==> src/capture_pkg.sv <==
`default_nettype none

package capture_pkg;

   // =====================================================================
   // widths
   // =====================================================================
   localparam int DATA_W = 32;
   localparam int ADDR_W = 8;
   localparam int CNT_W = 16;
   localparam int NUM_CH = 2;
   localparam int LANE_W = 16;
   localparam int IRQ_W = 2;

   // =====================================================================
   // register byte offsets
   // =====================================================================
   localparam logic [ADDR_W-1:0] CTRL_OFF = 8'h54;
   localparam logic [ADDR_W-1:0] CH2_RISE_OFF = 8'h68;
   localparam logic [ADDR_W-1:0] CH2_FALL_OFF = 8'h6C;
   localparam logic [ADDR_W-1:0] CH3_RISE_OFF = 8'h70;
   localparam logic [ADDR_W-1:0] CH3_FALL_OFF = 8'h74;
   localparam logic [ADDR_W-1:0] IRQ_STATUS_OFF = 8'h80;
   localparam logic [ADDR_W-1:0] IRQ_MASK_OFF = 8'h84;

   // =====================================================================
   // field positions inside one channel lane of the control register
   // =====================================================================
   localparam int INV_BIT = 0;
   localparam int RISE_IE_BIT = 1;
   localparam int FALL_IE_BIT = 2;
   localparam int EN_BIT = 3;
   localparam int CAPIF_BIT = 4;
   localparam int RISE_FLAG_BIT = 6;
   localparam int FALL_FLAG_BIT = 7;

   // =====================================================================
   // reset values
   // =====================================================================
   localparam logic [DATA_W-1:0] WORD_ZERO = 32'h0000_0000;
   localparam logic [LANE_W-1:0] LANE_ZERO = 16'h0000;
   localparam logic [CNT_W-1:0] LATCH_RESET = 16'h0000;
   localparam logic [IRQ_W-1:0] IRQ_RESET = 2'h0;

   // =====================================================================
   // carriers
   // =====================================================================
   typedef struct packed {
      logic en;
      logic fall_ie;
      logic rise_ie;
      logic invert;
   } cap_cfg_t;

   localparam cap_cfg_t CFG_RESET = '{en: 1'b0, fall_ie: 1'b0, rise_ie: 1'b0, invert: 1'b0};

   typedef struct packed {
      logic rise;
      logic fall;
      logic irq;
   } cap_evt_t;

   // a write clears a flag when the written bit equals the clearing value
   function automatic logic flag_clear(input logic wr, input logic wbit, input logic clr_val);
      return wr & (wbit == clr_val);
   endfunction : flag_clear

endpackage : capture_pkg

`default_nettype wire

==> src/pin_sync.sv <==
`default_nettype none

module pin_sync
(
   // clock and reset
   input wire logic pclk,
   input wire logic presetn,
   // pin and synchronised level
   input wire logic pin_async,
   output logic pin_level
);

   logic meta;

   always_ff @(posedge pclk or negedge presetn)
   begin
      if (!presetn)
      begin
         meta <= 1'b0;
         pin_level <= 1'b0;
      end
      else
      begin
         meta <= pin_async;
         pin_level <= meta;
      end
   end

endmodule : pin_sync

`default_nettype wire

==> src/capture_channel.sv <==
`default_nettype none

module capture_channel
(
   // clock and reset
   input wire logic pclk,
   input wire logic presetn,
   // synchronised pin and configuration
   input wire logic pin_level,
   input wire capture_pkg::cap_cfg_t cfg,
   // counter of the pwm group
   input wire logic [capture_pkg::CNT_W-1:0] count,
   // captured values and events
   output logic [capture_pkg::CNT_W-1:0] rise_val,
   output logic [capture_pkg::CNT_W-1:0] fall_val,
   output capture_pkg::cap_evt_t evt
);

   // =====================================================================
   // edge detection
   // =====================================================================
   logic prev;
   wire logic lvl;
   wire logic rise_edge;
   wire logic fall_edge;
   wire logic cap_rise;
   wire logic cap_fall;

   assign lvl = pin_level ^ cfg.invert;
   assign rise_edge = lvl & ~prev;
   assign fall_edge = ~lvl & prev;
   assign cap_rise = cfg.en & rise_edge;
   assign cap_fall = cfg.en & fall_edge;

   assign evt.rise = cap_rise;
   assign evt.fall = cap_fall;
   assign evt.irq = (cap_rise & cfg.rise_ie) | (cap_fall & cfg.fall_ie);

   always_ff @(posedge pclk or negedge presetn)
   begin
      if (!presetn)
         prev <= 1'b0;
      else
         prev <= lvl;
   end

   // =====================================================================
   // counter latches
   // =====================================================================
   always_ff @(posedge pclk or negedge presetn)
   begin
      if (!presetn)
      begin
         rise_val <= capture_pkg::LATCH_RESET;
         fall_val <= capture_pkg::LATCH_RESET;
      end
      else
      begin
         if (cap_rise)
            rise_val <= count;
         if (cap_fall)
            fall_val <= count;
      end
   end

endmodule : capture_channel

`default_nettype wire

==> src/pwm_capture_ctrl_ch2_ch3.sv <==
// Summary of operation
// - With channel 3 enabled, each edge stores the counter in the rising or falling latch.
// - With channel 3 disabled its latches hold and its capture interrupt stays quiet.
// - Bit 18 set lets a channel 3 falling edge raise the capture interrupt.
// - Bit 17 set lets a channel 3 rising edge raise the capture interrupt.
// - Bit 16 set inverts the channel 3 input before edge detection.
// - A channel 2 falling edge stores the counter in the falling latch and sets bit 7.
// - A channel 2 rising edge stores the counter in the rising latch and sets bit 6.
// - In the medium-density variant a write of 0 clears a latched-indicator bit.
// - In the low-density variant an indicator clears on a write equal to the clear-mode bit.
// - With the channel 2 rising interrupt enable set, a rising edge sets bit 4.
// - With the channel 2 falling interrupt enable set, a falling edge sets bit 4.
// - Writing 1 to the capture interrupt flag clears it; writing 0 leaves it.
// - Bits 15 to 8 and bit 5 of the control register do nothing and read zero.
// - Bit 3 holds the channel 2 capture enable.
// - The channel 2 enable gates latch updates and the channel interrupt like channel 3's.
// - Each latch register holds the captured value in its low 16 bits, upper bits zero.
//
// Added by the designer: the address map and the APB slave port.

`default_nettype none

module pwm_capture_ctrl_ch2_ch3
(
   // clock and reset
   input wire logic pclk,
   input wire logic presetn,
   // apb slave
   input wire logic psel,
   input wire logic penable,
   input wire logic pwrite,
   input wire logic [capture_pkg::ADDR_W-1:0] paddr,
   input wire logic [capture_pkg::DATA_W-1:0] pwdata,
   output logic [capture_pkg::DATA_W-1:0] prdata,
   output logic pready,
   output logic pslverr,
   // capture pins
   input wire logic cap_pin_ch2,
   input wire logic cap_pin_ch3,
   // pwm group
   input wire logic [capture_pkg::CNT_W-1:0] pwm_count,
   input wire logic low_density,
   input wire logic flag_clear_polarity,
   // interrupt
   output logic irq
);

   // =====================================================================
   // state
   // =====================================================================
   capture_pkg::cap_cfg_t [capture_pkg::NUM_CH-1:0] cfg;
   logic [capture_pkg::NUM_CH-1:0] capif;
   logic [capture_pkg::NUM_CH-1:0] rise_flag;
   logic [capture_pkg::NUM_CH-1:0] fall_flag;
   logic [capture_pkg::IRQ_W-1:0] irq_status;
   logic [capture_pkg::IRQ_W-1:0] irq_mask;

   capture_pkg::cap_cfg_t [capture_pkg::NUM_CH-1:0] next_cfg;
   logic [capture_pkg::NUM_CH-1:0] next_capif;
   logic [capture_pkg::NUM_CH-1:0] next_rise_flag;
   logic [capture_pkg::NUM_CH-1:0] next_fall_flag;
   logic [capture_pkg::IRQ_W-1:0] next_irq_status;
   logic [capture_pkg::IRQ_W-1:0] next_irq_mask;

   capture_pkg::cap_evt_t [capture_pkg::NUM_CH-1:0] evt;
   logic [capture_pkg::NUM_CH-1:0][capture_pkg::CNT_W-1:0] rise_val;
   logic [capture_pkg::NUM_CH-1:0][capture_pkg::CNT_W-1:0] fall_val;
   logic [capture_pkg::NUM_CH-1:0] pin_async;
   logic [capture_pkg::NUM_CH-1:0] pin_level;

   assign pin_async = {cap_pin_ch3, cap_pin_ch2};

   // =====================================================================
   // lane assembly of the control word
   // =====================================================================
   function automatic logic [capture_pkg::LANE_W-1:0] lane_word(
      input capture_pkg::cap_cfg_t c,
      input logic ifl,
      input logic rfl,
      input logic ffl
   );
      logic [capture_pkg::LANE_W-1:0] w;
      w = capture_pkg::LANE_ZERO;
      w[capture_pkg::INV_BIT] = c.invert;
      w[capture_pkg::RISE_IE_BIT] = c.rise_ie;
      w[capture_pkg::FALL_IE_BIT] = c.fall_ie;
      w[capture_pkg::EN_BIT] = c.en;
      w[capture_pkg::CAPIF_BIT] = ifl;
      w[capture_pkg::RISE_FLAG_BIT] = rfl;
      w[capture_pkg::FALL_FLAG_BIT] = ffl;
      return w;
   endfunction : lane_word

   function automatic logic [capture_pkg::DATA_W-1:0] latch_word(
      input logic [capture_pkg::CNT_W-1:0] v
   );
      logic [capture_pkg::DATA_W-1:0] w;
      w = capture_pkg::WORD_ZERO;
      w[capture_pkg::CNT_W-1:0] = v;
      return w;
   endfunction : latch_word

   function automatic logic [capture_pkg::DATA_W-1:0] irq_word(
      input logic [capture_pkg::IRQ_W-1:0] v
   );
      logic [capture_pkg::DATA_W-1:0] w;
      w = capture_pkg::WORD_ZERO;
      w[capture_pkg::IRQ_W-1:0] = v;
      return w;
   endfunction : irq_word

   // =====================================================================
   // channels
   // =====================================================================
   // one synchroniser and one edge and latch unit per channel
   genvar gi;
   generate
      for (gi = 0; gi < capture_pkg::NUM_CH; gi++)
      begin : g_ch
         pin_sync u_sync
         (
            .pclk(pclk),
            .presetn(presetn),
            .pin_async(pin_async[gi]),
            .pin_level(pin_level[gi])
         );

         capture_channel u_chan
         (
            .pclk(pclk),
            .presetn(presetn),
            .pin_level(pin_level[gi]),
            .cfg(cfg[gi]),
            .count(pwm_count),
            .rise_val(rise_val[gi]),
            .fall_val(fall_val[gi]),
            .evt(evt[gi])
         );
      end
   endgenerate

   // =====================================================================
   // apb decode
   // =====================================================================
   wire logic setup_phase;
   wire logic access_phase;
   wire logic wr_access;
   wire logic rd_access;
   wire logic sel_ctrl;
   wire logic sel_ch2_rise;
   wire logic sel_ch2_fall;
   wire logic sel_ch3_rise;
   wire logic sel_ch3_fall;
   wire logic sel_status;
   wire logic sel_mask;
   wire logic addr_hit;
   wire logic wr_ctrl;
   wire logic wr_mask;
   wire logic rd_status;
   wire logic clr_val;
   wire logic [capture_pkg::DATA_W-1:0] ctrl_word;
   wire logic [capture_pkg::DATA_W-1:0] read_value;

   assign setup_phase = psel & ~penable;
   assign access_phase = psel & penable;
   assign wr_access = access_phase & pwrite;
   assign rd_access = access_phase & ~pwrite;

   assign sel_ctrl = (paddr == capture_pkg::CTRL_OFF);
   assign sel_ch2_rise = (paddr == capture_pkg::CH2_RISE_OFF);
   assign sel_ch2_fall = (paddr == capture_pkg::CH2_FALL_OFF);
   assign sel_ch3_rise = (paddr == capture_pkg::CH3_RISE_OFF);
   assign sel_ch3_fall = (paddr == capture_pkg::CH3_FALL_OFF);
   assign sel_status = (paddr == capture_pkg::IRQ_STATUS_OFF);
   assign sel_mask = (paddr == capture_pkg::IRQ_MASK_OFF);
   assign addr_hit = sel_ctrl | sel_ch2_rise | sel_ch2_fall | sel_ch3_rise | sel_ch3_fall
                     | sel_status | sel_mask;

   assign wr_ctrl = wr_access & sel_ctrl;
   assign wr_mask = wr_access & sel_mask;
   assign rd_status = rd_access & sel_status;

   // one wait-free access phase; unmapped addresses answer with an error
   assign pready = 1'b1;
   assign pslverr = access_phase & ~addr_hit;

   assign ctrl_word = {lane_word(cfg[1], capif[1], rise_flag[1], fall_flag[1]),
                       lane_word(cfg[0], capif[0], rise_flag[0], fall_flag[0])};

   assign read_value = sel_ctrl ? ctrl_word :
                       sel_ch2_rise ? latch_word(rise_val[0]) :
                       sel_ch2_fall ? latch_word(fall_val[0]) :
                       sel_ch3_rise ? latch_word(rise_val[1]) :
                       sel_ch3_fall ? latch_word(fall_val[1]) :
                       sel_status ? irq_word(irq_status) :
                       sel_mask ? irq_word(irq_mask) :
                       capture_pkg::WORD_ZERO;

   // medium density clears on 0, low density on the clear-mode value
   assign clr_val = low_density ? flag_clear_polarity : 1'b0;

   // =====================================================================
   // next values of control and flags
   // =====================================================================
   generate
      for (gi = 0; gi < capture_pkg::NUM_CH; gi++)
      begin : g_next
         wire logic [capture_pkg::LANE_W-1:0] wl;
         assign wl = pwdata[capture_pkg::LANE_W*gi +: capture_pkg::LANE_W];

         assign next_cfg[gi].invert = wr_ctrl ? wl[capture_pkg::INV_BIT] : cfg[gi].invert;
         assign next_cfg[gi].rise_ie = wr_ctrl ? wl[capture_pkg::RISE_IE_BIT] : cfg[gi].rise_ie;
         assign next_cfg[gi].fall_ie = wr_ctrl ? wl[capture_pkg::FALL_IE_BIT] : cfg[gi].fall_ie;
         assign next_cfg[gi].en = wr_ctrl ? wl[capture_pkg::EN_BIT] : cfg[gi].en;

         wire logic clr_rise;
         wire logic clr_fall;
         wire logic clr_irq;

         // latched flags clear on the variant's value, the interrupt flag on a written 1
         assign clr_rise = capture_pkg::flag_clear(wr_ctrl, wl[capture_pkg::RISE_FLAG_BIT],
            clr_val);
         assign clr_fall = capture_pkg::flag_clear(wr_ctrl, wl[capture_pkg::FALL_FLAG_BIT],
            clr_val);
         assign clr_irq = capture_pkg::flag_clear(wr_ctrl, wl[capture_pkg::CAPIF_BIT],
            1'b1);

         // hardware set wins over a clear in the same cycle
         assign next_rise_flag[gi] = evt[gi].rise | (rise_flag[gi] & ~clr_rise);
         assign next_fall_flag[gi] = evt[gi].fall | (fall_flag[gi] & ~clr_fall);
         assign next_capif[gi] = evt[gi].irq | (capif[gi] & ~clr_irq);
      end
   endgenerate

   // =====================================================================
   // interrupt status and mask
   // =====================================================================
   // only bits already shown in the read data are cleared, so an event
   // landing between setup and access is kept
   wire logic [capture_pkg::IRQ_W-1:0] status_clear;
   wire logic [capture_pkg::IRQ_W-1:0] status_set;

   assign status_set = {evt[1].irq, evt[0].irq};
   assign status_clear = rd_status ? prdata[capture_pkg::IRQ_W-1:0] : capture_pkg::IRQ_RESET;
   assign next_irq_status = status_set | (irq_status & ~status_clear);
   assign next_irq_mask = wr_mask ? pwdata[capture_pkg::IRQ_W-1:0] : irq_mask;
   assign irq = |(irq_status & irq_mask);

   // =====================================================================
   // registers
   // =====================================================================
   always_ff @(posedge pclk or negedge presetn)
   begin
      if (!presetn)
      begin
         cfg <= {capture_pkg::NUM_CH{capture_pkg::CFG_RESET}};
         capif <= '0;
         rise_flag <= '0;
         fall_flag <= '0;
      end
      else
      begin
         cfg <= next_cfg;
         capif <= next_capif;
         rise_flag <= next_rise_flag;
         fall_flag <= next_fall_flag;
      end
   end

   always_ff @(posedge pclk or negedge presetn)
   begin
      if (!presetn)
      begin
         irq_status <= capture_pkg::IRQ_RESET;
         irq_mask <= capture_pkg::IRQ_RESET;
      end
      else
      begin
         irq_status <= next_irq_status;
         irq_mask <= next_irq_mask;
      end
   end

   // =====================================================================
   // read data
   // =====================================================================
   // read data is taken in the setup cycle and stands through the access phase
   wire logic rd_setup;

   assign rd_setup = setup_phase & ~pwrite;

   always_ff @(posedge pclk or negedge presetn)
   begin
      if (!presetn)
         prdata <= capture_pkg::WORD_ZERO;
      else if (rd_setup)
         prdata <= read_value;
   end

endmodule : pwm_capture_ctrl_ch2_ch3

`default_nettype wire

==> config.mk <==
export PLATFORM = sky130hd
export DESIGN_NAME = pwm_capture_ctrl_ch2_ch3
export DESIGN_NICKNAME = d
export VERILOG_FILES = /design/src/capture_pkg.sv /design/src/pin_sync.sv /design/src/capture_channel.sv /design/src/pwm_capture_ctrl_ch2_ch3.sv
export SDC_FILE = /design/constraint.sdc
export NUM_CORES = 1
export LEC_CHECK = 0
export ABC_CLOCK_PERIOD_IN_PS = 4800
export BUFFER_PORTS_ARGS = -buffer_cell sky130_fd_sc_hd__buf_2
export CAP_MARGIN = 20
export CORE_MARGIN = 8
export CORE_UTILIZATION = 55
export DETAILED_ROUTE_END_ITERATION = 7
export PLACE_DENSITY = 0.91
export SLEW_MARGIN = 5
export SYNTH_ARGS = -nofsm -noshare
export SYNTH_HDL_FRONTEND = slang
export SYNTH_SLANG_ARGS = --single-unit
==> constraint.sdc <==
create_clock -name pclk -period 4.8 [get_ports pclk]
set_input_delay 0.24 -clock pclk [delete_from_list [all_inputs] [get_ports pclk]]
set_output_delay 0.24 -clock pclk [all_outputs]
set_load 0.02 [all_outputs]
---- Yosys cells after proc, flatten, opt, wreduce, memory -nomap -nowiden ----
Index checks and enable logic that the tools add are counted.
Widths: inputs -> output; s select.
storage, ports and cells
  register bits after elaboration ......... 120
  logic and storage cells ................. 111
cells by class
  equality and inequality tests ........... 11
  multiplexer cells ....................... 9
  bitwise logic cells ..................... 66
  reductions and logical operators ........ 1
operators with widths
  cell                count
  $mux 16             4
  $eq 8x7->1 const B  5
  $and 1x1->1         33
  $mux 24             1
  $eq 8x8->1 const B  2
  $or 1x1->1          14
  $not 1->1           13
  $mux 2              3
  $and 2x2->2         2
  $eq 1x1->1          4
  $not 2->2           1
  $or 2x2->2          1
  $reduce_or 2->1     1
  $xor 1x1->1         2
  $mux 1              1

---- Logic depth before layout (Yosys ltp) ----
Gate-level depths: netlist (run 1).
  depth after elaboration ................. 9
  mapped depth ............................ 6
  mapped depth without buffers ............ 4

---- By module ----
From an unflattened synthesis (run 1), not the netlist that was laid out.
unflattened totals
  cells, all modules ...................... 430
  area total of the unflattened synthesis .. 5,328.9 um^2
modules (own cells, without submodules)
  module                    instances  cells an instance  area an instance (um^2)  seq. area each (um^2)
  capture_channel           2          77                 1,376.3                  825.8
  pwm_capture_ctrl_ch2_ch3  1          272                2,476.1                  1,026.0
  pin_sync                  2          2                  50.0                     50.0

---- Worst setup path after synthesis (run 1) ----
No wires, ideal clock.
  path kind ............................... input to register
  start ................................... in paddr[5] (netlist name)
  end ..................................... reg, netlist name cfg[0]
  setup time .............................. 0.125 ns
  arrival time ............................ 1.658 ns
  setup slack ............................. 3.018 ns
  stages .................................. 5
  path through ............................ or4_1 buf_2 nor3_4 buf_6 mux2_2
on the way
  longest elaborated chain between the ends .. 2
ends and longest elaborated chain
  element      line                             text
  from (decl)  pwm_capture_ctrl_ch2_ch3.sv:32   input wire logic [capture_pkg::ADDR_W-1:0] paddr,
  $eq 8x7->1   pwm_capture_ctrl_ch2_ch3.sv:169  assign sel_ctrl = (paddr == capture_pkg::CTRL_OFF);
  $and 1x1->1  pwm_capture_ctrl_ch2_ch3.sv:179  assign wr_ctrl = wr_access & sel_ctrl;
Every way passes these cells.
A chain may end at the register's enable or synchronous reset.

---- Final worst setup path (run 1) ----
  start ................................... in paddr[2] (netlist name)
  end ..................................... reg capif[0] (netlist name)
on the way
  longest elaborated chain between the ends .. 6
ends and longest elaborated chain
  element                         line                             text
  $eq 8x7->1                      pwm_capture_ctrl_ch2_ch3.sv:169
  $and 1x1->1                     pwm_capture_ctrl_ch2_ch3.sv:179
  $and 1x1->1                     capture_pkg.sv:65                return wr & (wbit == clr_val);
  $not 1->1                       pwm_capture_ctrl_ch2_ch3.sv:231  assign next_capif[gi] = evt[gi].irq | (capif[gi] & ~clr_irq);
  $and 1x1->1                     pwm_capture_ctrl_ch2_ch3.sv:231
  $or 1x1->1                      pwm_capture_ctrl_ch2_ch3.sv:231
  named net next_capif (one bit)  pwm_capture_ctrl_ch2_ch3.sv:59   logic [capture_pkg::NUM_CH-1:0] next_capif;
  to (signal assigned)            pwm_capture_ctrl_ch2_ch3.sv:264  capif <= next_capif;
  to (decl)                       pwm_capture_ctrl_ch2_ch3.sv:52   logic [capture_pkg::NUM_CH-1:0] capif;
The timed path passes the listed nets, and every way through them passes these cells.

==> metrics.md, run 1 <==
| Metric | Value |
|---|---|
| Clock Tree Buf Depth | `2` |
| Number of global-route vias before repair | `3709` |
| N_diodes | `0` |
| CP startpoint | `paddr[2]` |
| Async SR Flop Fraction | `1.00` |
| All-layer global routing usage | `0.189` |
| Via count | `roughly 3.4k` |
| Clock sinks | `111` |
| P&R area growth vs syn | `12.7%` |
| GPL Wtd Cong | `0.830` |
| CTS Root Cell | `clkbuf_8` |
| Chip width | `111 um` |
| Nets | `around 500` |
| Synth top area share | `0.560` |
| Min-delay src | `pwdata[18]` |
| TritonRoute pass-1 iters | `4` |
| Worst relative slew slack | `0.294` |
| Synth Cell Area | `4960 um2` |
| Slew at the pin closest to its max-slew limit | `approximately 1100 ps` |
| Synth warnings | `0` |
| Top cells by area, synth | `dfrtp_1 (56%), mux2_2 (18%), mux2i_1 (3.4%)` |
| Seq cells post-synth | `111` |
| Leakage | `2.76 nW` |
| Worst reg-to-reg path cell count | `3` |
| Tcrit/Tclk final | `0.476` |
| Wire per inst | `roughly 20 um` |
| Post-CTS Resized | `0` |
| DP HPWL | `7.87 mm` |
| Dpl ws | `2110 ps` |
| Worst reg2reg path startpoint | `cfg[4]` |
| Final setup skew | `10.5 ps` |
| Max VDD drop | `206 uV` |
| TritonCTS Buffers | `9` |
| Power Density | `309 nW/um2` |
| Commonest non-fill, non-tap cell in the layout | `dfrtp_1` |
| Most frequent cells in the layout | `dfrtp_1 (111), mux2_2 (79), buf_2 (70)` |
| Seq/Total Area, Yosys | `0.560` |
| Critical Path Fanout Max | `39` |
| Worst Path Required | `5080 ps` |
| CP Capture Type | `flop` |
| First-pass GRT wire length | `18.9 mm` |
| Post-synth top flop | `dfrtp_1` |
| Hold Buf Count CTS | `3` |
| Leading area contributor after synthesis | `dfrtp_1` |
| Worst-path clk slew | `110 ps` |
| Total grt overflow | `0` |
| Initial drt markers | `175` |
| Largest net degree at the start of global routing | `64` |
| TritonCTS clock tree | `yes` |
| Core Region | `8720 um2` |
| Hold Violations, Final | `0` |
| Vert. Die Dim | `111 um` |
| Setup-failing EPs final | `0` |
| Pins Over Slew Limit | `0` |
| DRC | `0` |
| Post-CTS Setup Bufs | `0` |
| WS Path Type | `input pin to flop` |
| Total wire length | `11.4 mm` |
| Status | `complete, no violations` |
| Antenna Nets Post-Route | `0` |
| EDFF count, synth | `0` |
| Row Count | `34` |
| Hold path cells | `2` |
| Post-synthesis instance total | `between 300 and 400` |
| FF-to-FF setup slack | `~2600 ps` |
| Num ports | `100` |
| Final WS setup | `approximately 2500 ps` |
| Min-delay worst type | `input pin to flop` |
| Initial antenna violation count | `0` |
| # fillers | `663` |
| Synth Area per Inst | `13.1 um2` |
| RR Endpoint | `g_ch[1].u_chan.fall_val[10]` |
| Hold endpoint | `cfg[6]` |
| MaxCap Viol Count | `0` |
| Vias per std cell | `between 6 and 7` |
| Unrepaired setup endpoints after global routing | `no` |
| Crit start category | `input pin` |
| Post-route minimum period | `between 2000 and 2500 ps` |
| Initial Utilization | `0.569` |
| Max Fclk | `approximately 0.44 GHz` |
| Setup tns final | `0 ps` |
| Clk_lat worst skew | `380 ps` |
| Share of cells above drive strength 1 | `0.407` |
| Arr. time, crit path | `2560 ps` |
| Distinct cell type count after synthesis | `44` |
| IO Port Bufs | `71` |
| Die ar. | `12300 um2` |
| H-tree lvl count | `3` |
[logic make-up (layout without fill, tap and decap cells)]
group | count (synthesis) | after routing | synth area share
mux | 96 | 96 | 0.214
xor+xnor | 6 | 6 | 0.0106
flops | 111 | 111 | 0.560
compound gates | 72 | 72 | 0.104
other cells | 2 | 10 | 0.00151
simple gates | 57 | 57 | 0.0727
buf+inv | 34 | 98 | 0.0376
[state kept, by name, summed over array words and instances, names as in the netlist]
name and count:
g_ch.u_chan.fall_val 32, g_ch.u_chan.rise_val 32, g_ch.u_sync.meta 2, cfg 8
capif 2, g_ch.u_chan.prev 2, g_ch.u_sync.pin_level 2, irq_mask 2
rise_flag 2, fall_flag 2, prdata 23, irq_status 2
[synth_stat cells (2+ instances only)]
cell	number
a21boi_0	4
a21o_1	6
a21oi_1	4
a221o_1	4
a221oi_1	7
a22o_1	13
a31oi_1	2
a32oi_1	4
and3_1	2
buf_2	11
buf_4	10
clkbuf_1	8
conb_1	2
dfrtp_1	111
inv_1	3
mux2_2	79
mux2i_1	17
nand2_1	15
nand3_1	7
nor2_1	4
nor3_1	7
nor3b_1	3
nor4b_2	2
o21a_1	4
o21ai_0	17
o22ai_1	6
or3b_2	2
or4_1	3
or4b_2	2
xnor2_1	2
xor2_1	4
[worst max-delay path: stages]
cell and delay, ps:
buf_2 710, nand4b_1 470, nor3_4 640, a21boi_0 200, a221o_1 280
[worst max path at each step]
stage | slack, ps | end | cells past startpoint
after floorplan | 3020 | cfg[0] | 5
after global placement | 2140 | capif[0] | 5
after detailed placement | 2110 | capif[0] | 5
after CTS | 2520 | capif[0] | 5
after global routing | 2250 | capif[0] | 5
final | 2510 | capif[0] | 5
[power breakdown]
group / switching [W] / internal, W / leakage [nW]
registers: 0.0000240 / 0.000974 / 1.52
logic: 0.0000848 / 0.0000623 / 1.14
clock network: 0.000326 / 0.000257 / 0.0947
total: 0.000435 / 0.00129 / 2.76
[area by class of cell]
type / count / area [um2] / area share
clock inverter: 6 / 70.1 / 0.0125
sequential: 111 / 2780 / 0.497
timing repair buffer: 79 / 423 / 0.0756
clock buffer: 10 / 138 / 0.0246
inverter: 3 / 11.3 / 0.00201
multi-input combinational: 241 / 2040 / 0.364
tap: 108 / 135 / 0.0242
[layer usage]
layer	share of wire	track usage	wire [um]
met5	0	0	0
met1	0.41	0.221	4650
met3	0.064	0.0525	727
met2	0.50	0.321	5710
met4	0.024	0.0712	276
[through the flow]
step / power [W] / hold WS, ps / cell area (um2) / util / std cells
after floorplan: 0.00110 / -55.6 / 4990 / - / 386
after global placement: 0.00115 / 334 / 5350 / 0.613 / 538
after detailed placement: 0.00116 / 347 / 5350 / 0.613 / 538
after CTS: 0.00173 / 75.2 / 5590 / 0.640 / 557
after global routing: 0.00179 / 81.7 / 5590 / 0.641 / 558
final: 0.00173 / 84.1 / 5590 / 0.641 / 558
Power figures use the tool's default switching activity.
==> run 2: changes to the inputs <==
--- a/config.mk
+++ b/config.mk
@@ -5,13 +5,14 @@
 export SDC_FILE = /design/constraint.sdc
 export NUM_CORES = 1
 export LEC_CHECK = 0
-export ABC_CLOCK_PERIOD_IN_PS = 4800
+export ABC_AREA = 1
+export ABC_CLOCK_PERIOD_IN_PS = 2100
 export BUFFER_PORTS_ARGS = -buffer_cell sky130_fd_sc_hd__buf_2
 export CAP_MARGIN = 20
 export CORE_MARGIN = 8
-export CORE_UTILIZATION = 55
+export CORE_UTILIZATION = 50
 export DETAILED_ROUTE_END_ITERATION = 7
-export PLACE_DENSITY = 0.91
+export PLACE_DENSITY = 0.87
 export SLEW_MARGIN = 5
 export SYNTH_ARGS = -nofsm -noshare
 export SYNTH_HDL_FRONTEND = slang
==> constraint.sdc (replaced) <==
create_clock -name pclk -period 2.1 [get_ports pclk]
set_input_delay 0.105 -clock pclk [delete_from_list [all_inputs] [get_ports pclk]]
set_output_delay 0.105 -clock pclk [all_outputs]
set_load 0.02 [all_outputs]
==> run 2 against run 1 <==
Sequential cell count is the same. Sequential power up 140%. Count of clock-buffer cells in the layout did not move. Clock skew up 3.9 ps. Cell area up 4.0%. Sequential share of layout area is 1.9 points lower. Largest cell class unchanged. Highest routed layer unchanged.
==> metrics.md, run 2 <==
| Metric | Value |
|---|---|
| Status | `complete, no violations (unchanged)` |
| Worst Path Required | `2000 ps (was 5080 ps)` |
| Synth top area share | `0.549 (was 0.560)` |
| CTS Root Cell | `clkbuf_8 (unchanged)` |
| Chip width | `117 um (was 111 um)` |
| CP Capture Type | `output pin (was flop)` |
| Max VDD drop | `326 uV (was 206 uV)` |
| All-layer global routing usage | `0.198 (was 0.189)` |
| Core Region | `9820 um2 (was 8720 um2)` |
| RR Endpoint | `g_ch[1].u_chan.rise_val[0] (was g_ch[1].u_chan.fall_val[10])` |
| P&R area growth vs syn | `14.9% (was 12.7%)` |
| Crit start category | `input pin (unchanged)` |
| Most frequent cells in the layout | `nand2_1 (179), dfrtp_1 (111), o21ai_0 (79) (was dfrtp_1 (111), mux2_2 (79), buf_2 (70))` |
| Hold Violations, Final | `0 (unchanged)` |
| Num ports | `100 (unchanged)` |
| Async SR Flop Fraction | `1.00 (unchanged)` |
| Clk_lat worst skew | `390 ps (was 380 ps)` |
| Tcrit/Tclk final | `0.722` |
| Die ar. | `13600 um2 (was 12300 um2)` |
| Seq cells post-synth | `111 (unchanged)` |
| Top cells by count, synth | `nand2_1 (179), dfrtp_1 (111), o21ai_0 (79) (was dfrtp_1 (111), mux2_2 (79), mux2i_1 (17), o21ai_0 (17), nand2_1 (15))` |
| Post-synthesis instance total | `588 (was 378)` |
| Post-Route Utilization | `0.592 (was 0.641)` |
| Clock Tree Buf Depth | `2 (unchanged)` |
| Leakage | `3.02 nW (was 2.76 nW)` |
| Setup tns final | `0 ps (unchanged)` |
| Min-delay src | `pwm_count[8] (was pwdata[18])` |
| Nets | `732 (was 510)` |
| Worst reg-to-reg path cell count | `6 (was 3)` |
| Post-Place Cells | `777 (was 538)` |
| Commonest non-fill, non-tap cell in the layout | `nand2_1 (was dfrtp_1)` |
| Biggest regs | `g_ch.u_chan.fall_val: 32 flops, g_ch.u_chan.rise_val: 32 flops, prdata: 23 flops (unchanged)` |
| Row Count | `36 (was 34)` |
| Synth Area per Inst | `8.60 um2 (was 13.1 um2)` |
| Hold slack | `28.0 ps (was 84.1 ps)` |
| WS Path Type | `input pin to output pin (was input pin to flop)` |
| Fin cells | `804 (was 558)` |
| First-pass GRT wire length | `20.8 mm (was 18.9 mm)` |
| Slew at the pin closest to its max-slew limit | `583 ps (was 1060 ps)` |
| Max Fclk | `0.660 GHz` |
| Via count | `4320 (was 3356)` |
| Initial antenna violation count | `0 (unchanged)` |
| H-tree lvl count | `3 (unchanged)` |
| Largest net degree at the start of global routing | `112 (was 64)` |
| Wire per inst | `15.8 um (was 20.4 um)` |
| Share of cells above drive strength 1 | `0.185 (was 0.407)` |
| Power Density | `717 nW/um2 (was 309 nW/um2)` |
| Min-delay worst type | `input pin to flop (unchanged)` |
| Final WS setup | `584 ps (was 2510 ps)` |
| Leading area contributor after synthesis | `dfrtp_1 (unchanged)` |
| Unrepaired setup endpoints after global routing | `no (unchanged)` |
| Top cells by area, synth | `dfrtp_1 (55%), nand2_1 (13%), o21ai_0 (7.8%) (was dfrtp_1 (56%), mux2_2 (18%), mux2i_1 (3.4%))` |
| DP HPWL | `8.47 mm (was 7.87 mm)` |
| Worst reg2reg path startpoint | `cfg[4] (unchanged)` |
| TritonCTS Buffers | `9 (unchanged)` |
| DRC | `0 (unchanged)` |
| CP startpoint | `paddr[2] (unchanged)` |
| Initial drt markers | `324 (was 175)` |
| MaxCap Viol Count | `0 (unchanged)` |
| IO Port Bufs | `71 (unchanged)` |
| Arr. time, crit path | `1410 ps (was 2560 ps)` |
| GPL Wtd Cong | `0.818 (was 0.830)` |
| Critical Path Fanout Max | `10 (was 39)` |
| Vias per std cell | `5.37 (was 6.01)` |
| Worst relative slew slack | `0.611 (was 0.294)` |
| Post-route minimum period | `1520 ps` |
| Total wire length | `12.7 mm (was 11.4 mm)` |
| Total grt overflow | `0 (unchanged)` |
| TritonRoute pass-1 iters | `7 (was 4)` |
| Synth Cell Area | `5060 um2 (was 4960 um2)` |
| Most common cell in the netlist | `nand2_1 (was dfrtp_1)` |
| Setup-failing EPs final | `0 (unchanged)` |
| Pins Over Slew Limit | `0 (unchanged)` |
| Number of global-route vias before repair | `4338 (was 3709)` |
| Synth warnings | `0 (unchanged)` |
| Distinct cell type count after synthesis | `34 (was 44)` |
| Clock sinks | `111 (unchanged)` |
| Post-CTS Resized | `0 (unchanged)` |
| Vert. Die Dim | `117 um (was 111 um)` |
| TritonCTS clock tree | `yes (unchanged)` |
| Initial Utilization | `0.515 (was 0.569)` |
| FF-to-FF setup slack | `590 ps (was 2640 ps)` |
| Antenna Nets Post-Route | `0 (unchanged)` |
| Worst-path clk slew | `90 ps (was 110 ps)` |
| Final setup skew | `14.4 ps (was 10.5 ps)` |
| Seq/Total Area, Yosys | `0.549 (was 0.560)` |
| Worst setup endpoint | `pslverr (was capif[0])` |
| Dpl ws | `490 ps (was 2110 ps)` |
| EDFF count, synth | `0 (unchanged)` |
| Post-synth top flop | `dfrtp_1 (unchanged)` |
| N_diodes | `0 (unchanged)` |
[run 2: cell count changes after synthesis, sizes merged, moves of 8 or more]
cell	delta
nand2	+172
o211ai	+8
inv	+52
mux2i	-17
nor2	+21
nand3	+44
a22o	-12
mux2	-79
o21ai	+70
[run 2: what timing repair did]
item / 4_1_cts / 5_1_grt
hold buffers: 12 / 0
setup buffers: 0 / 0
hold endpoints to repair: 122 / 0
[run 2: stage by stage]
stage | power (W) | area [um2]
after global placement | 0.00287 | 5500
after floorplan | 0.00270 | 5090
after detailed placement | 0.00290 | 5500
final | 0.00417 | 5810
after global routing | 0.00435 | 5810
after CTS | 0.00417 | 5810
[run 2: how the worst min path moves through the flow]
stage,slack (ps),endpoint,cells after the start
after detailed placement,220,g_ch[1].u_sync.pin_level,2
final,30,g_ch[1].u_chan.fall_val[8],3
after global placement,210,g_ch[1].u_sync.meta,1
after floorplan,-190,capif[0],0
after CTS,30,capif[0],4
after global routing,40,g_ch[0].u_chan.fall_val[10],3
[run 2: cell families after synthesis]
family | share of synthesized area
DFF | 0.549
buffers and inverters | 0.0834
other | 0.00149
AOI/OAI and AO/OA | 0.118
and+or+nand+nor | 0.237
xor gates and xnor gates | 0.0104
[run 2: cell type report]
class | instances | area (um2)
clock inverters | 5 | 57.6
fillers | 829 | 4010
multi-input cells | 397 | 1890
clock buffers | 10 | 138
well taps | 133 | 166
inverters | 56 | 215
flip-flops and latches | 111 | 2780
repair buffers | 92 | 571
[run 2: routing by layer]
layer / share of wire / GRT usage / up-vias
li1: - / - / 2027
met1: 0.40 / 0.240 / 2065
met2: 0.49 / 0.317 / 195
met3: 0.086 / 0.0491 / 33
met4: 0.029 / 0.113 / 0
met5: 0 / 0 / -
[run 2: power by group]
group	internal (W)	total [W]	switching (W)
clock network	0.000580	0.00128	0.000704
logic	0.000173	0.000478	0.000306
registers	0.00231	0.00240	0.0000970
total	0.00306	0.00417	0.00111
[run 2: critical path, cell delays in order]
cell     delay [ps]
buf_2           160
inv_4           140
nand2_1         120
nor2_4          260
nand2_1         230
nand2_1         160
nor4_2           50
buf_2           170
==> run 3: changes to the inputs <==
--- a/config.mk
+++ b/config.mk
@@ -6,7 +6,7 @@
 export NUM_CORES = 1
 export LEC_CHECK = 0
 export ABC_AREA = 1
-export ABC_CLOCK_PERIOD_IN_PS = 2100
+export ABC_CLOCK_PERIOD_IN_PS = 1350
 export BUFFER_PORTS_ARGS = -buffer_cell sky130_fd_sc_hd__buf_2
 export CAP_MARGIN = 20
 export CORE_MARGIN = 8
==> constraint.sdc (replaced) <==
create_clock -name pclk -period 1.35 [get_ports pclk]
set_input_delay 0.0675 -clock pclk [delete_from_list [all_inputs] [get_ports pclk]]
set_output_delay 0.0675 -clock pclk [all_outputs]
set_load 0.02 [all_outputs]
==> run 3 against run 2 <==
The flow now finishes with violations (hold timing, setup timing). Critical path type is now flop to flop. Sequential cell count is the same. Sequential power rose by 57%. Cell count is 4.2% higher.
==> metrics.md, run 3 (synthesis results as in run 2) <==
| Metric | Value |
|---|---|
| Leakage | `3.28 nW (was 3.02 nW)` |
| Wire per inst | `18.1 um (was 15.8 um)` |
| Largest net degree at the start of global routing | `47 (was 112)` |
| IO Port Bufs | `71 (unchanged)` |
| Core Region | `9820 um2 (unchanged)` |
| Total grt overflow | `0 (unchanged)` |
| DP HPWL | `9.00 mm (was 8.47 mm)` |
| Critical Path Fanout Max | `16 (was 10)` |
| Post-route minimum period | `1500 ps` |
| Die ar. | `13600 um2 (unchanged)` |
| Final setup skew | `15.4 ps (was 14.4 ps)` |
| Clock Tree Buf Depth | `2 (unchanged)` |
| H-tree lvl count | `3 (unchanged)` |
| Power Density | `1090 nW/um2 (was 717 nW/um2)` |
| TritonRoute pass-1 iters | `6 (was 7)` |
| TritonCTS clock tree | `yes (unchanged)` |
| Vias per std cell | `5.60 (was 5.37)` |
| GPL Wtd Cong | `0.811 (was 0.818)` |
| Most frequent cells in the layout | `nand2_1 (168), dfrtp_1 (110), buf_2 (70) (was nand2_1 (179), dfrtp_1 (111), o21ai_0 (79))` |
| Initial antenna violation count | `0 (unchanged)` |
| Crit start category | `flop (was input pin)` |
| Pins Over Slew Limit | `0 (unchanged)` |
| Row Count | `36 (unchanged)` |
| First-pass GRT wire length | `22.3 mm (was 20.8 mm)` |
| Max Fclk | `0.666 GHz` |
| Commonest non-fill, non-tap cell in the layout | `nand2_1 (unchanged)` |
| CP Capture Type | `flop (was output pin)` |
| Worst-path clk slew | `110 ps (was 90 ps)` |
| TritonCTS Buffers | `9 (unchanged)` |
| Clk_lat worst skew | `390 ps (about the same)` |
| Post-Route Utilization | `0.643 (was 0.592)` |
| Total wire length | `15.2 mm (was 12.7 mm)` |
| DRC | `0 (unchanged)` |
| Nets | `765 (was 732)` |
| CTS Root Cell | `clkbuf_8 (unchanged)` |
| Hold slack | `-0.350 ps (was 28.0 ps)` |
| Max VDD drop | `506 uV (was 326 uV)` |
| Chip width | `117 um (unchanged)` |
| Share of cells above drive strength 1 | `0.241 (was 0.185)` |
| All-layer global routing usage | `0.212 (was 0.198)` |
| WS Path Type | `flop to flop (was input pin to output pin)` |
| Worst Path Required | `1610 ps (was 2000 ps)` |
| Dpl ws | `-1.88 ps (was 490 ps)` |
| Hold Violations, Final | `1 (was 0)` |
| Setup-failing EPs final | `32 (was 0)` |
| # fillers | `770 (was 829)` |
| Vert. Die Dim | `117 um (unchanged)` |
| Status | `finished with violations (was complete, no violations)` |
| Final WS setup | `-152 ps (was 584 ps)` |
| Arr. time, crit path | `1760 ps (was 1410 ps)` |
| Clock sinks | `111 (unchanged)` |
| Num ports | `100 (unchanged)` |
| P&R area growth vs syn | `24.8% (was 14.9%)` |
| Antenna Nets Post-Route | `0 (unchanged)` |
| Min-delay worst type | `input pin to flop (unchanged)` |
| Initial drt markers | `399 (was 324)` |
| Unrepaired setup endpoints after global routing | `yes (was no)` |
| Failing checks | `hold timing, setup timing` |
| N_diodes | `0 (unchanged)` |
| Number of global-route vias before repair | `4687 (was 4338)` |
| Biggest regs | `g_ch.u_chan.fall_val: 32 flops, g_ch.u_chan.rise_val: 32 flops, prdata: 23 flops (unchanged)` |
| Initial Utilization | `0.515 (unchanged)` |
| Tcrit/Tclk final | `1.11` |
| MaxCap Viol Count | `0 (unchanged)` |
| Via count | `4690 (was 4320)` |
## run 3: cell count changes in the layout (fill, tap and decap cells not counted), moves of 5 or more
cell	before	now
buf_4	8	23
nand2_2	6	14
buf_12	2	7
nand2_1	179	168
o21ai_0	79	67
dlygate4sd3_1	12	21
o21ai_1	7	16
## run 3: repair_timing
action                                  4_1_cts  5_1_grt
endpoints found under the hold margin       144        0
setup buffers                                 0        3
pin swaps                                     0        3
endpoints found under the setup margin        5       62
gates cloned                                  0        3
gates resized for setup                       2       35
hold buffers                                 21        0
## run 3: power by group
group | total, W | internal (W) | switching (W)
sequential | 0.00376 | 0.00359 | 0.000173
clock | 0.00223 | 0.00109 | 0.00114
combinational | 0.000865 | 0.000336 | 0.000529
total | 0.00686 | 0.00502 | 0.00184
## run 3: per-stage QoR
step / area, um2 / instances / TNS (ps) / power (W)
6_report: 6310 / 838 / -1900 / 0.00686
5_1_grt: 6310 / 838 / -3470 / 0.00715
4_1_cts: 6140 / 832 / 0 / 0.00677
3_5_place_dp: 5690 / 795 / -1.88 / 0.00455
3_3_place_gp: 5690 / 795 / 0 / 0.00449
2_1_floorplan: 5090 / 596 / 0 / 0.00421
## run 3: cell type report
cell class / count / area, um2 / share of cell area
multi-input combinational: 397 / 1970 / 0.312
tap: 133 / 166 / 0.0264
inverter: 56 / 215 / 0.0341
clock buffer: 10 / 138 / 0.0218
timing repair buffer: 125 / 960 / 0.152
clock inverter: 6 / 83.8 / 0.0133
sequential: 111 / 2780 / 0.440
## run 3: worst paths after layout
check	from	endpoint	slack, ps	depth (start not counted)
worst max-delay path	cfg[0]	g_ch[0].u_chan.rise_val[2]	-150	6
worst min-delay path	pwm_count[10]	g_ch[0].u_chan.rise_val[10]	-0.3	3
worst max register to register	cfg[0]	g_ch[0].u_chan.rise_val[2]	-150	6
worst min register to register	g_ch[1].u_sync.meta	g_ch[1].u_sync.pin_level	360	0
max in group asynchronous	presetn	cfg[0]	650	3
min in group asynchronous	presetn	cfg[4]	120	2
## run 3: routing by layer
metal	routed length [um]	global-route usage	vias to the layer above
li1	-	-	2098
met1	5660	0.249	2272
met2	7600	0.364	257
met3	1350	0.0533	63
met4	543	0.0887	0
met5	0	0	-
## run 3: worst max-delay path, cell delays in order (launching register included)
cell	delay, ps
dfrtp_2	460
xnor2_2	180
nor2_2	200
nand2_4	120
clkbuf_16	200
nand2_1	80
o21ai_0	120
